### src/design/reader_pkg.sv
// Package: constants, types and timing for the card and tape reader transmitter
package reader_pkg;

  // ==========================================================
  // Timing
  localparam int CLK_HZ = 100_000_000;
  localparam int BAUD = 110;
  localparam int UNIT_CYCLES = CLK_HZ / BAUD;
  localparam int UNITS_PER_FRAME = 11;
  localparam int CODE_BITS = 8;
  localparam int STOP_UNITS = 2;
  localparam int EJECT_RATIO = 16;
  localparam int EJECT_STEP_CYCLES = UNIT_CYCLES * UNITS_PER_FRAME / EJECT_RATIO;
  localparam int EJECT_STEPS = 80;

  // ==========================================================
  // Reset values
  localparam logic [7:0] PRESEL_RST = 8'h00;
  localparam logic [7:0] CODE_RST = 8'h00;

  // ==========================================================
  // Register map
  localparam logic [11:0] CTRL_OFF = 12'h000;
  localparam logic [11:0] PRESEL_OFF = 12'h004;
  localparam logic [11:0] STATUS_OFF = 12'h008;
  localparam logic [11:0] CODE_OFF = 12'h00C;
  localparam int CTRL_AUTO_CODE = 0;
  localparam int CTRL_AUTO_END = 1;
  localparam int CTRL_PAR_EXT = 2;
  localparam int CTRL_FEED_EXT = 3;
  localparam int CTRL_FEED_AUTO = 4;
  localparam int CTRL_WIDTH = 5;

  // ==========================================================
  // Types
  typedef enum logic [3:0] {
    ST_IDLE = 4'b0001,
    ST_READ = 4'b0010,
    ST_STOP = 4'b0100,
    ST_EJECT = 4'b1000
  } rd_state_e;

  typedef struct packed {
    logic start;
    logic stop;
    logic eject;
  } buttons_s;

  typedef struct packed {
    logic medium_in;
    logic medium_out;
    logic motor_run;
  } sense_s;

  function automatic logic bit_at(input logic [31:0] w, input int idx);
    return w[idx];
  endfunction : bit_at

endpackage : reader_pkg

### src/design/card_tape_reader_serial_tx.sv
// Top: APB registers, reader control sequence and serial line
//
// Implementation choices: the register addresses and the APB slave port.
`timescale 1ns/100ps
`default_nettype none
module card_tape_reader_serial_tx import reader_pkg::*; (
  // APB
  input wire logic pclk,
  input wire logic presetn,
  input wire logic psel,
  input wire logic penable,
  input wire logic pwrite,
  input wire logic [11:0] paddr,
  input wire logic [31:0] pwdata,
  output logic [31:0] prdata,
  output logic pready,
  output logic pslverr,
  // Operator buttons and sensing pins
  input wire buttons_s btn_pin,
  input wire sense_s sense_pin,
  input wire logic [7:0] perf_pin,
  // Feed and command from outside source
  input wire logic ext_feed_pin,
  input wire logic ext_stop_pin,
  input wire logic ext_eject_pin,
  // Outputs
  output logic line_q,
  output logic [7:0] par_code_q,
  output logic par_strobe_q,
  output logic eject_q,
  output logic advance_q
);
  logic [2:0] btn_s;
  logic [2:0] sense_s_w;
  logic [7:0] perf_s;
  logic [2:0] ext_s;
  logic [2:0] btn_d1_q;
  logic [CTRL_WIDTH-1:0] ctrl_q;
  logic [7:0] presel_q;
  logic [7:0] code_q;
  rd_state_e state_q;
  logic [31:0] ej_cnt_q;
  logic [7:0] ej_steps_q;
  logic end_seen_q;
  logic tx_go, tx_busy, tx_last;
  logic start_press, stop_press, eject_press;
  logic medium_in, medium_out, motor_run;
  logic start_req, stop_req, eject_req;
  logic code_hit, auto_eject, out_now;
  logic wr_en, rd_en, addr_ok;

  // ==========================================================
  // Pin synchronisers
  sync2 #(.W(3)) u_sync_btn (.pclk(pclk), .presetn(presetn), .async_in(btn_pin),
    .sync_out(btn_s));
  sync2 #(.W(3)) u_sync_sense (.pclk(pclk), .presetn(presetn), .async_in(sense_pin),
    .sync_out(sense_s_w));
  sync2 #(.W(8)) u_sync_perf (.pclk(pclk), .presetn(presetn), .async_in(perf_pin),
    .sync_out(perf_s));
  sync2 #(.W(3)) u_sync_ext (.pclk(pclk), .presetn(presetn),
    .async_in({ext_feed_pin, ext_stop_pin, ext_eject_pin}), .sync_out(ext_s));

  // ==========================================================
  // Press edges and sense levels
  assign start_press = btn_s[2] & ~btn_d1_q[2];
  assign stop_press = btn_s[1] & ~btn_d1_q[1];
  assign eject_press = btn_s[0] & ~btn_d1_q[0];
  assign medium_in = sense_s_w[2];
  assign medium_out = sense_s_w[1];
  assign motor_run = sense_s_w[0];

  // Feed source: the outside source replaces the button when selected
  assign start_req = ctrl_q[CTRL_FEED_EXT] ? ext_s[2] :
    (start_press | (ctrl_q[CTRL_FEED_AUTO] & medium_in));
  // In parallel mode the outside equipment commands stop and eject
  assign stop_req = stop_press | (ctrl_q[CTRL_PAR_EXT] & ext_s[1]);
  assign eject_req = eject_press | (ctrl_q[CTRL_PAR_EXT] & ext_s[0]);

  // Preselected code acts only when not handed to outside equipment
  assign code_hit = ctrl_q[CTRL_AUTO_CODE] && !ctrl_q[CTRL_PAR_EXT]
    && (code_q == presel_q);
  assign out_now = end_seen_q | medium_out;
  assign auto_eject = code_hit | (ctrl_q[CTRL_AUTO_END] & out_now);

  // Keep sending while reading and medium remains
  assign tx_go = (state_q == ST_READ) && !stop_req && !out_now && !code_hit
    && !(tx_busy && !tx_last);

  // ==========================================================
  // Serialiser
  frame_tx u_tx (.pclk(pclk), .presetn(presetn), .go(tx_go), .code(perf_s),
    .busy(tx_busy), .last_unit(tx_last), .line_q(line_q));

  // ==========================================================
  // Latch all eight positions together at each frame start
  always_ff @(posedge pclk or negedge presetn) begin
    if (!presetn) begin
      code_q <= CODE_RST;
      par_code_q <= CODE_RST;
      par_strobe_q <= 1'b0;
      advance_q <= 1'b0;
      btn_d1_q <= '0;
    end else begin
      btn_d1_q <= btn_s;
      par_strobe_q <= tx_go;
      advance_q <= tx_last;
      if (tx_go) begin
        code_q <= perf_s;
        par_code_q <= perf_s;
      end
    end
  end

  // ==========================================================
  // Reader sequence
  always_ff @(posedge pclk or negedge presetn) begin
    if (!presetn) begin
      state_q <= ST_IDLE;
      end_seen_q <= 1'b0;
      eject_q <= 1'b0;
      ej_cnt_q <= '0;
      ej_steps_q <= '0;
    end else begin
      case (state_q)
        ST_IDLE: begin
          eject_q <= 1'b0;
          end_seen_q <= 1'b0;
          if (start_req && medium_in && motor_run && !tx_busy) begin
            state_q <= ST_READ;
          end
        end
        ST_READ: begin
          if (medium_out) begin
            end_seen_q <= 1'b1;
          end
          if (stop_req) begin
            state_q <= ST_STOP;
          end else if ((out_now || code_hit) && (!tx_busy || tx_last)) begin
            state_q <= auto_eject ? ST_EJECT : ST_IDLE;
            ej_cnt_q <= '0;
            ej_steps_q <= '0;
          end
        end
        ST_STOP: begin
          if (eject_req && !tx_busy) begin
            state_q <= ST_EJECT;
            ej_cnt_q <= '0;
            ej_steps_q <= '0;
          end else if (start_req && medium_in && motor_run && !tx_busy) begin
            state_q <= ST_READ;
          end
        end
        ST_EJECT: begin
          eject_q <= 1'b1;
          if (ej_cnt_q == 32'(EJECT_STEP_CYCLES - 1)) begin
            ej_cnt_q <= '0;
            ej_steps_q <= ej_steps_q + 8'd1;
            if (ej_steps_q == 8'(EJECT_STEPS - 1) || !medium_in) begin
              state_q <= ST_IDLE;
            end
          end else begin
            ej_cnt_q <= ej_cnt_q + 32'd1;
          end
        end
        default: state_q <= ST_IDLE;
      endcase
    end
  end

  // ==========================================================
  // APB slave, zero wait states
  assign wr_en = psel & penable & pwrite;
  assign rd_en = psel & ~pwrite;
  assign addr_ok = (paddr == CTRL_OFF) || (paddr == PRESEL_OFF)
    || (paddr == STATUS_OFF) || (paddr == CODE_OFF);
  assign pready = 1'b1;
  assign pslverr = psel & penable & ~addr_ok;

  // Writable configuration
  always_ff @(posedge pclk or negedge presetn) begin
    if (!presetn) begin
      ctrl_q <= '0;
      presel_q <= PRESEL_RST;
    end else if (wr_en && paddr == CTRL_OFF) begin
      ctrl_q <= pwdata[CTRL_WIDTH-1:0];
    end else if (wr_en && paddr == PRESEL_OFF) begin
      presel_q <= pwdata[7:0];
    end
  end

  // Read data registered in the setup cycle
  always_ff @(posedge pclk or negedge presetn) begin
    if (!presetn) begin
      prdata <= '0;
    end else if (rd_en && !penable) begin
      case (paddr)
        CTRL_OFF: prdata <= {27'h000_0000, ctrl_q};
        PRESEL_OFF: prdata <= {24'h00_0000, presel_q};
        STATUS_OFF: prdata <= {24'h00_0000, state_q, tx_busy, medium_in, medium_out, motor_run};
        CODE_OFF: prdata <= {24'h00_0000, code_q};
        default: prdata <= '0;
      endcase
    end
  end
endmodule : card_tape_reader_serial_tx
`default_nettype wire

### src/design/sync2.sv
// Two-stage synchroniser for a bus of pin levels
`timescale 1ns/100ps
`default_nettype none
module sync2 #(
  parameter int W = 1
) (
  // Clock and reset
  input wire logic pclk,
  input wire logic presetn,
  // Levels
  input wire logic [W-1:0] async_in,
  output logic [W-1:0] sync_out
);
  logic [W-1:0] meta_q;

  // ==========================================================
  // Only the second stage feeds logic
  always_ff @(posedge pclk or negedge presetn) begin
    if (!presetn) begin
      meta_q <= '0;
      sync_out <= '0;
    end else begin
      meta_q <= async_in;
      sync_out <= meta_q;
    end
  end
endmodule : sync2
`default_nettype wire

### src/design/frame_tx.sv
// Start-stop serialiser: one start, eight code, two stop units
`timescale 1ns/100ps
`default_nettype none
module frame_tx import reader_pkg::*; (
  // Clock and reset
  input wire logic pclk,
  input wire logic presetn,
  // Character in
  input wire logic go,
  input wire logic [7:0] code,
  // Status
  output logic busy,
  output logic last_unit,
  // Line: 1 = current flowing (marking)
  output logic line_q
);
  logic [31:0] tick_q;
  logic [3:0] unit_q;
  logic [10:0] shift_q;
  logic tick_end;

  assign tick_end = (tick_q == 32'(UNIT_CYCLES - 1));
  assign last_unit = busy && tick_end && (unit_q == 4'(UNITS_PER_FRAME - 1));

  // ==========================================================
  // Frame bits LSB first; line idles marking between frames
  always_ff @(posedge pclk or negedge presetn) begin
    if (!presetn) begin
      busy <= 1'b0;
      tick_q <= '0;
      unit_q <= '0;
      shift_q <= '1;
      line_q <= 1'b1;
    end else if (!busy) begin
      line_q <= 1'b1;
      if (go) begin
        busy <= 1'b1;
        tick_q <= '0;
        unit_q <= '0;
        shift_q <= {2'b11, code, 1'b0};
        line_q <= 1'b0;
      end
    end else if (tick_end) begin
      tick_q <= '0;
      if (unit_q == 4'(UNITS_PER_FRAME - 1)) begin
        busy <= go;
        unit_q <= '0;
        shift_q <= {2'b11, code, 1'b0};
        line_q <= go ? 1'b0 : 1'b1;
      end else begin
        unit_q <= unit_q + 4'd1;
        shift_q <= {1'b1, shift_q[10:1]};
        line_q <= shift_q[1];
      end
    end else begin
      tick_q <= tick_q + 32'd1;
    end
  end
endmodule : frame_tx
`default_nettype wire

### config.mk
export PLATFORM = sky130hd
export DESIGN_NAME = card_tape_reader_serial_tx
export DESIGN_NICKNAME = d
export VERILOG_FILES = /design/src/design/reader_pkg.sv /design/src/design/card_tape_reader_serial_tx.sv /design/src/design/sync2.sv /design/src/design/frame_tx.sv
export SDC_FILE = /design/constraint.sdc
export NUM_CORES = 1
export LEC_CHECK = 0
export ABC_AREA = 1
export BUFFER_PORTS_ARGS = -buffer_cell sky130_fd_sc_hd__buf_2
export CORE_ASPECT_RATIO = 1.75
export CORE_MARGIN = 2
export CORE_UTILIZATION = 48
export DETAILED_ROUTE_END_ITERATION = 12
export PLACE_DENSITY = 0.66
export REMOVE_ABC_BUFFERS = 1
export SLEW_MARGIN = 20
export SYNTH_ARGS = -nofsm -noshare
export SYNTH_HDL_FRONTEND = slang
export SYNTH_SLANG_ARGS = --single-unit
### constraint.sdc
create_clock -name pclk -period 4.05 [get_ports pclk]
set_input_delay 0.6075 -clock pclk [delete_from_list [all_inputs] [get_ports pclk]]
set_output_delay 0.6075 -clock pclk [all_outputs]
set_load 0.01 [all_outputs]
== Yosys cells after proc, flatten, opt, wreduce, memory -nomap -nowiden ==
Index checks and enable logic that the tools add are counted.

* Register bits after elaboration: 187
* Input port bits: 66
* Word-level logic and storage cells: 156

* Add/subtract/negate cells: 4
* Equality and inequality tests: 20
* Multiplexer cells: 42
* Bitwise operators: 22
* Reductions and logical operators: 43

{| class="wikitable"
|+ Operator list
! cell !! number
|-
| $mux 32 || 7
|-
| $pmux 32 s3 || 1
|-
| $add 32x1->32 const B || 2
|-
| $eq 32x20->1 const B || 2
|-
| $mux 4 || 11
|-
| $mux 11 || 3
|-
| $mux 8 || 4
|-
| $pmux 8 s4 || 1
|-
| $eq 12x4->1 const B || 2
|-
| $pmux 8 s3 || 1
|-
| $logic_and 1x1->1 || 17
|-
| $pmux 4 s4 || 1
|-
| $eq 12x3->1 const B || 1
|-
| $logic_not 12->1 || 1
|-
| $and 1x1->1 || 11
|-
| $mux 1 || 10
|-
| $mux 10 || 1
|-
| $ne 2x2->1 const B || 5
|-
| $logic_not 1->1 || 9
|-
| $add 8x1->8 const B || 1
|-
| $eq 4x4->1 const B || 2
|-
| $eq 8x7->1 const B || 1
|-
| $eq 8x8->1 || 1
|-
| $logic_or 1x1->1 || 6
|-
| other kinds (15) || 30
|}

== Longest topological paths before layout ==
* Depth after elaboration: 12
* Depth in mapped cells: 14
* Depth with buffers taken out: 13

== Modules after synthesis ==
From an unflattened synthesis, not the netlist that was laid out.

* Cells, all modules: 1,170
* Area total of the unflattened synthesis: 8,753.4 um^2

{| class="wikitable"
|+ Modules (own cells, without submodules)
! module !! instances !! cells each !! area each (um^2) !! sequential area each (um^2)
|-
| card_tape_reader_serial_tx || 1 || 673 || 4,917.2 || 2,003.2
|-
| frame_tx || 1 || 463 || 2,985.4 || 1,162.4
|-
| sync2 at u_sync_btn ... || 3 || 6 || 150.1 || 150.1
|-
| sync2 at u_sync_perf || 1 || 16 || 400.4 || 400.4
|}

== Worst setup path before layout ==
OpenSTA, ideal clock, no wires.

* Path kind: input port to flip-flop
* Start point: input paddr[1]
* End point: register presel_q[4]
* Data arrival time: 1.804 ns
* Setup slack: 2.120 ns
* Stages: 8
* Buffers on the path: 2
* Cells stage by stage: or2_1 > nor4_1 > and2_1 > buf_2 > nand2_1 > buf_2 > nand2_1 > o21ai_0

* Cells in the longest elaborated chain, start to end: 4
* Elaborated cells on any way between the ends: 6
* Classes of those cells: eq/ne (1); bitwise (1); reduce/logical (4)

{| class="wikitable"
|+ Ends and longest elaborated chain
! what !! RTL line !! source
|-
| start: declaration || card_tape_reader_serial_tx.sv:13 || <nowiki>input wire logic [11:0] paddr,</nowiki>
|-
| $logic_not 12->1 || card_tape_reader_serial_tx.sv:184 || <nowiki>end else if (wr_en && paddr == CTRL_OFF) begin</nowiki>
|-
| $logic_and 1x1->1 || card_tape_reader_serial_tx.sv:184 ||
|-
| $not 1->1 (no line) || -- ||
|-
| $reduce_and 2->1 (no line) * || -- ||
|-
| end signal: assignment || card_tape_reader_serial_tx.sv:187 || <nowiki>presel_q <= pwdata[7:0];</nowiki>
|-
| end: declaration || card_tape_reader_serial_tx.sv:39 || <nowiki>logic [7:0] presel_q;</nowiki>
|}

Every way passes the cells marked *; elsewhere a longest branch is shown, timed or not.
A chain may end at the register's enable or synchronous reset.

== Worst setup path after layout ==
* Start point: register state_q[0]
* End point: register ej_cnt_q[1]

* Cells in the longest elaborated chain, start to end: 3
* Elaborated cells on any way between the ends: 9
* Classes of those cells: eq/ne (6); mux (1); reduce/logical (2)

{| class="wikitable"
|+ Ends and longest elaborated chain
! what !! RTL line !! source
|-
| start: declaration || card_tape_reader_serial_tx.sv:41 || <nowiki>rd_state_e state_q;</nowiki>
|-
| start signal: assignment || card_tape_reader_serial_tx.sv:139 || <nowiki>state_q <= auto_eject ? ST_EJECT : ST_IDLE;</nowiki>
|-
| $eq 4x3->1, or another cell as far along || card_tape_reader_serial_tx.sv:124 || <nowiki>case (state_q)</nowiki>
|-
| $ne 2x2->1 (no line), or another cell as far along || -- ||
|-
| $reduce_and 4->1 (no line) || -- ||
|-
| end signal: assignment || card_tape_reader_serial_tx.sv:162 || <nowiki>ej_cnt_q <= ej_cnt_q + 32'd1;</nowiki>
|-
| end: declaration || card_tape_reader_serial_tx.sv:42 || <nowiki>logic [31:0] ej_cnt_q;</nowiki>
|}

Several ways; a longest one is shown, not always the timed one.

==> flow_results.org <==
** Status
- Run status :: complete, no violations

** Synthesis
- Number of storage elements in the synthesis netlist :: 160
- Yosys printed 0 warnings.
- Of the synthesized area, sequential elements account for a little under half.
- nand2_1 is the most common cell in the netlist.
- The commonest cells after synthesis are nand2_1, dfrtp_1, inv_1.
- Number of instances in the synthesized netlist :: about 1200
- After synthesis, the mean cell area works out to 7.52 µm².
- Post-synth top area cell :: dfrtp_1
- Top_reg_cell synth :: dfrtp_1
- Fraction of registers with async set or reset after synthesis :: 100%
- Of the post-synthesis cell area, the dominant cell type holds ~43%.
- Cell area after synthesis :: 8670 µm²
- Top cells by area in the synthesized netlist :: dfrtp_1, nand2_1, nand3_1, inv_1, o21ai_0
- Yosys mapped a number of flops with a built-in enable equal to 0.
- Distinct cell type count after synthesis :: about 40

** Clocking
- TritonCTS built the clock tree.
- After clock tree synthesis, the repair step resized 0 gates.
- Number of buffers inserted for hold repair after clock tree synthesis :: 0
- Number of buffers inserted during clock tree synthesis :: 17
- Clock root cell :: clkbuf_16
- Clock-pin slew was measured on the worst setup and hold paths at approximately 70 ps.
- The H-tree was split into 4 levels.
- For the worst-skew pair, the clock arrives at the later sink with an insertion delay of about 430 ps.
- No sink is reached through more buffers than the 2 on the longest clock path.
- Clock sinks :: 160
- After clock tree synthesis, the setup repair step added 0 buffers.

** Global route
- met2 is the most crowded layer.
- The total overflow left after global routing is 0.
- Number of global-route vias before repair :: just over 7000
- Antenna violations before repair :: 0
- Met1 Track Usage GR :: between 20 and 30%
- Met2 GRT Util :: between 40% and 50%
- The first global-routing pass estimated roughly 36000 µm of wire.
- For this run, global-route usage on met3 was measured as slightly above 4%.
- Total routing resource utilization after global routing :: approximately 24%
- Largest net degree at the start of global routing :: about 100

** Layout
- The number of antenna diodes in the final layout is 0.
- Post-Route Utilization :: roughly 54%
- The filler cells instantiated in the layout total 1709.
- In the final design database the tool counted 1286 nets.
- Summing all multi-input logic gate instances after layout gives approximately 4000 µm².
- Of the cells placed in the final design, the portion with a size suffix greater than 1 is between 10% and 20%.
- Sequential cell area :: approximately 4000 µm²
- The area growth from synthesis to layout is 11.9%.

** Run
- Max Cap Violations :: 0

** Worst setup path
- Crit. End Element :: flip-flop
- At the worst endpoint, the required time is 4340 ps.
- Of all nets on the critical path, the largest fanout is 32.
- The setup path with the least slack is of type flip-flop to flip-flop.
- STA puts the critical path data arrival time at around 3100 ps.
- Nature of the critical path startpoint :: flip-flop

** Floorplanning
- In this run the vertical extent of the chip is 182 µm.
- Die width :: roughly 110 µm
- Starting utilization of the core area :: 48.5%
- Overall die area :: between 15000 and 20000 µm²
- I/O Pins :: 112
- Site Rows :: 65
- After floorplanning, the core was sized to cover around 18000 µm².

** Detailed routing
- Dividing the detail-routed via count by the number of cells gives 5.24.
- The detailed router finished its first iteration with about 550 violations.
- The first detailed-routing pass ran for 7 iterations.
- In the final routed layout, each cell accounts on average for 15.3 µm.
- Vias after detailed routing :: roughly 7700
- After detailed routing, the number of remaining DRC violations is 0.
- The routed design has between 20000 and 25000 µm of wire.
- Count of nets left with antenna violations after detail routing :: 0

** Timing
- Crit path time final :: 2780 ps
- The worst path uses 68.6% of the clock period.
- Total negative setup slack :: 0 ps
- Setup repair after global routing missed its margin :: false
- Max transition margin :: a little under two fifths
- Worst Max-Slew Pin Slew :: 936 ps
- Number of endpoints failing setup at the final stage :: 0
- Number of slew-limit violations in the final report :: 0
- Setup slack after layout :: 1270 ps
- For the final database, setup skew stands at ~9 ps.
- WHS :: 279 ps
- Achievable Freq :: 360 MHz
- The final number of hold-violating endpoints is 0.

** Placed design
- RePlAce Congestion :: 0.956
- Dpl hpwl :: ~17000 µm
- Number of input and output port buffers inserted :: 62
- Pre-CTS WS :: about 1300 ps

** Power and ir drop
- For this design the static power due to leakage is 4.66 nW.
- The worst-case IR drop observed on VDD is 264 µV.
- Power density normalized to cell area :: 435 nW/µm²

** Worst hold path
- The path class of the tightest hold or removal check is primary input to async pin.
critical path, cell delays in order, from the launching register on:
cell and delay (ps):
dfstp_2 400, nor2_1 140, nand3_1 100, buf_4 220, inv_1 570, o21ai_1 170
nor2_2 460, nand2_4 330, nand2_1 120, o21ai_0 90
through the flow:
step	total power, mW	cell area [µm²]	cells
4_1_cts	4.27	9710	1460
5_1_grt	4.45	9710	1460
3_3_place_gp	2.61	9110	1428
2_1_floorplan	2.30	8440	1126
6_report	4.23	9710	1460
3_5_place_dp	2.63	9110	1428
kinds of logic (layout without fill, tap and decap cells):
group	count (synthesis)	in the layout	synth area share, %
xor+xnor	28	28	2.83
buf+inv	195	244	9.89
flops	160	160	46.3
other cells	2	25	0.0866
compound gates	121	121	7.64
fa+ha+maj	7	7	1.01
simple gates	641	641	32.2
where the power goes:
| part | total [mW] | switching, mW | leakage [nW] | internal [mW] |
|---|---|---|---|---|
| logic | 0.729 | 0.514 | 2.27 | 0.216 |
| registers | 1.87 | 0.117 | 2.10 | 1.75 |
| clock network | 1.63 | 0.667 | 0.291 | 0.963 |
registers in the layout, indices dropped and copies added, names as in the netlist, 8 cells and up:
signal	flops
code_q	8
ej_cnt_q	32
ej_steps_q	8
prdata	8
presel_q	8
u_sync_perf.meta_q	8
u_sync_perf.sync_out	8
u_tx.shift_q	8
u_tx.tick_q	32
worst paths after layout:
kind,cells after the start,endpoint,slack [ps],startpoint
max in group asynchronous,2,state_q[0]$_DFFE_PN1P_,2890,presetn
setup reg to reg,9,ej_cnt_q[1]$_DFFE_PN0P_,1270,state_q[0]$_DFFE_PN1P_
min in group pclk,1,u_sync_ext.meta_q[2]$_DFF_PN0_,280,ext_feed_pin
setup / recovery,9,ej_cnt_q[1]$_DFFE_PN0P_,1270,state_q[0]$_DFFE_PN1P_
hold reg to reg,0,u_sync_perf.sync_out[1]$_DFF_PN0_,350,u_sync_perf.meta_q[1]$_DFF_PN0_
hold / removal,1,u_tx.tick_q[7]$_DFFE_PN0P_,280,presetn
routing by layer:
| layer | wire length (µm) | vias to the layer above |
|---|---|---|
| li1 | - | 3796 |
| met1 | 8420 | 3605 |
| met2 | 12200 | 191 |
| met3 | 683 | 63 |
| met4 | 1030 | 0 |
| met5 | 0 | - |
layout by cell type, fill, tap and decap left out, types with 5 or more instances in the layout:
cell       instances
nand2_1          329
dfrtp_1          150
inv_1            144
nand3_1          112
nor2_1            96
o21ai_0           75
buf_2             61
nor3_1            35
nand4_1           32
conb_1            25
xor2_1            21
o21ai_1           18
clkbuf_16         17
nor4_1            14
dfstp_2           10
o22ai_1            9
xnor2_1            7
ha_1               7
a21oi_1            5
buf_4              5
cell type report:
class / instances / share of cell area, %
Timing Repair Buffer: 68 / 3.85
Inverter: 144 / 5.57
Multi-Input combinational cell: 822 / 40.0
Sequential cell: 160 / 41.4
Tap cell: 234 / 3.02
Clock inverter: 11 / 1.33
Clock buffer: 21 / 4.85
Power figures use the tool's default switching activity.
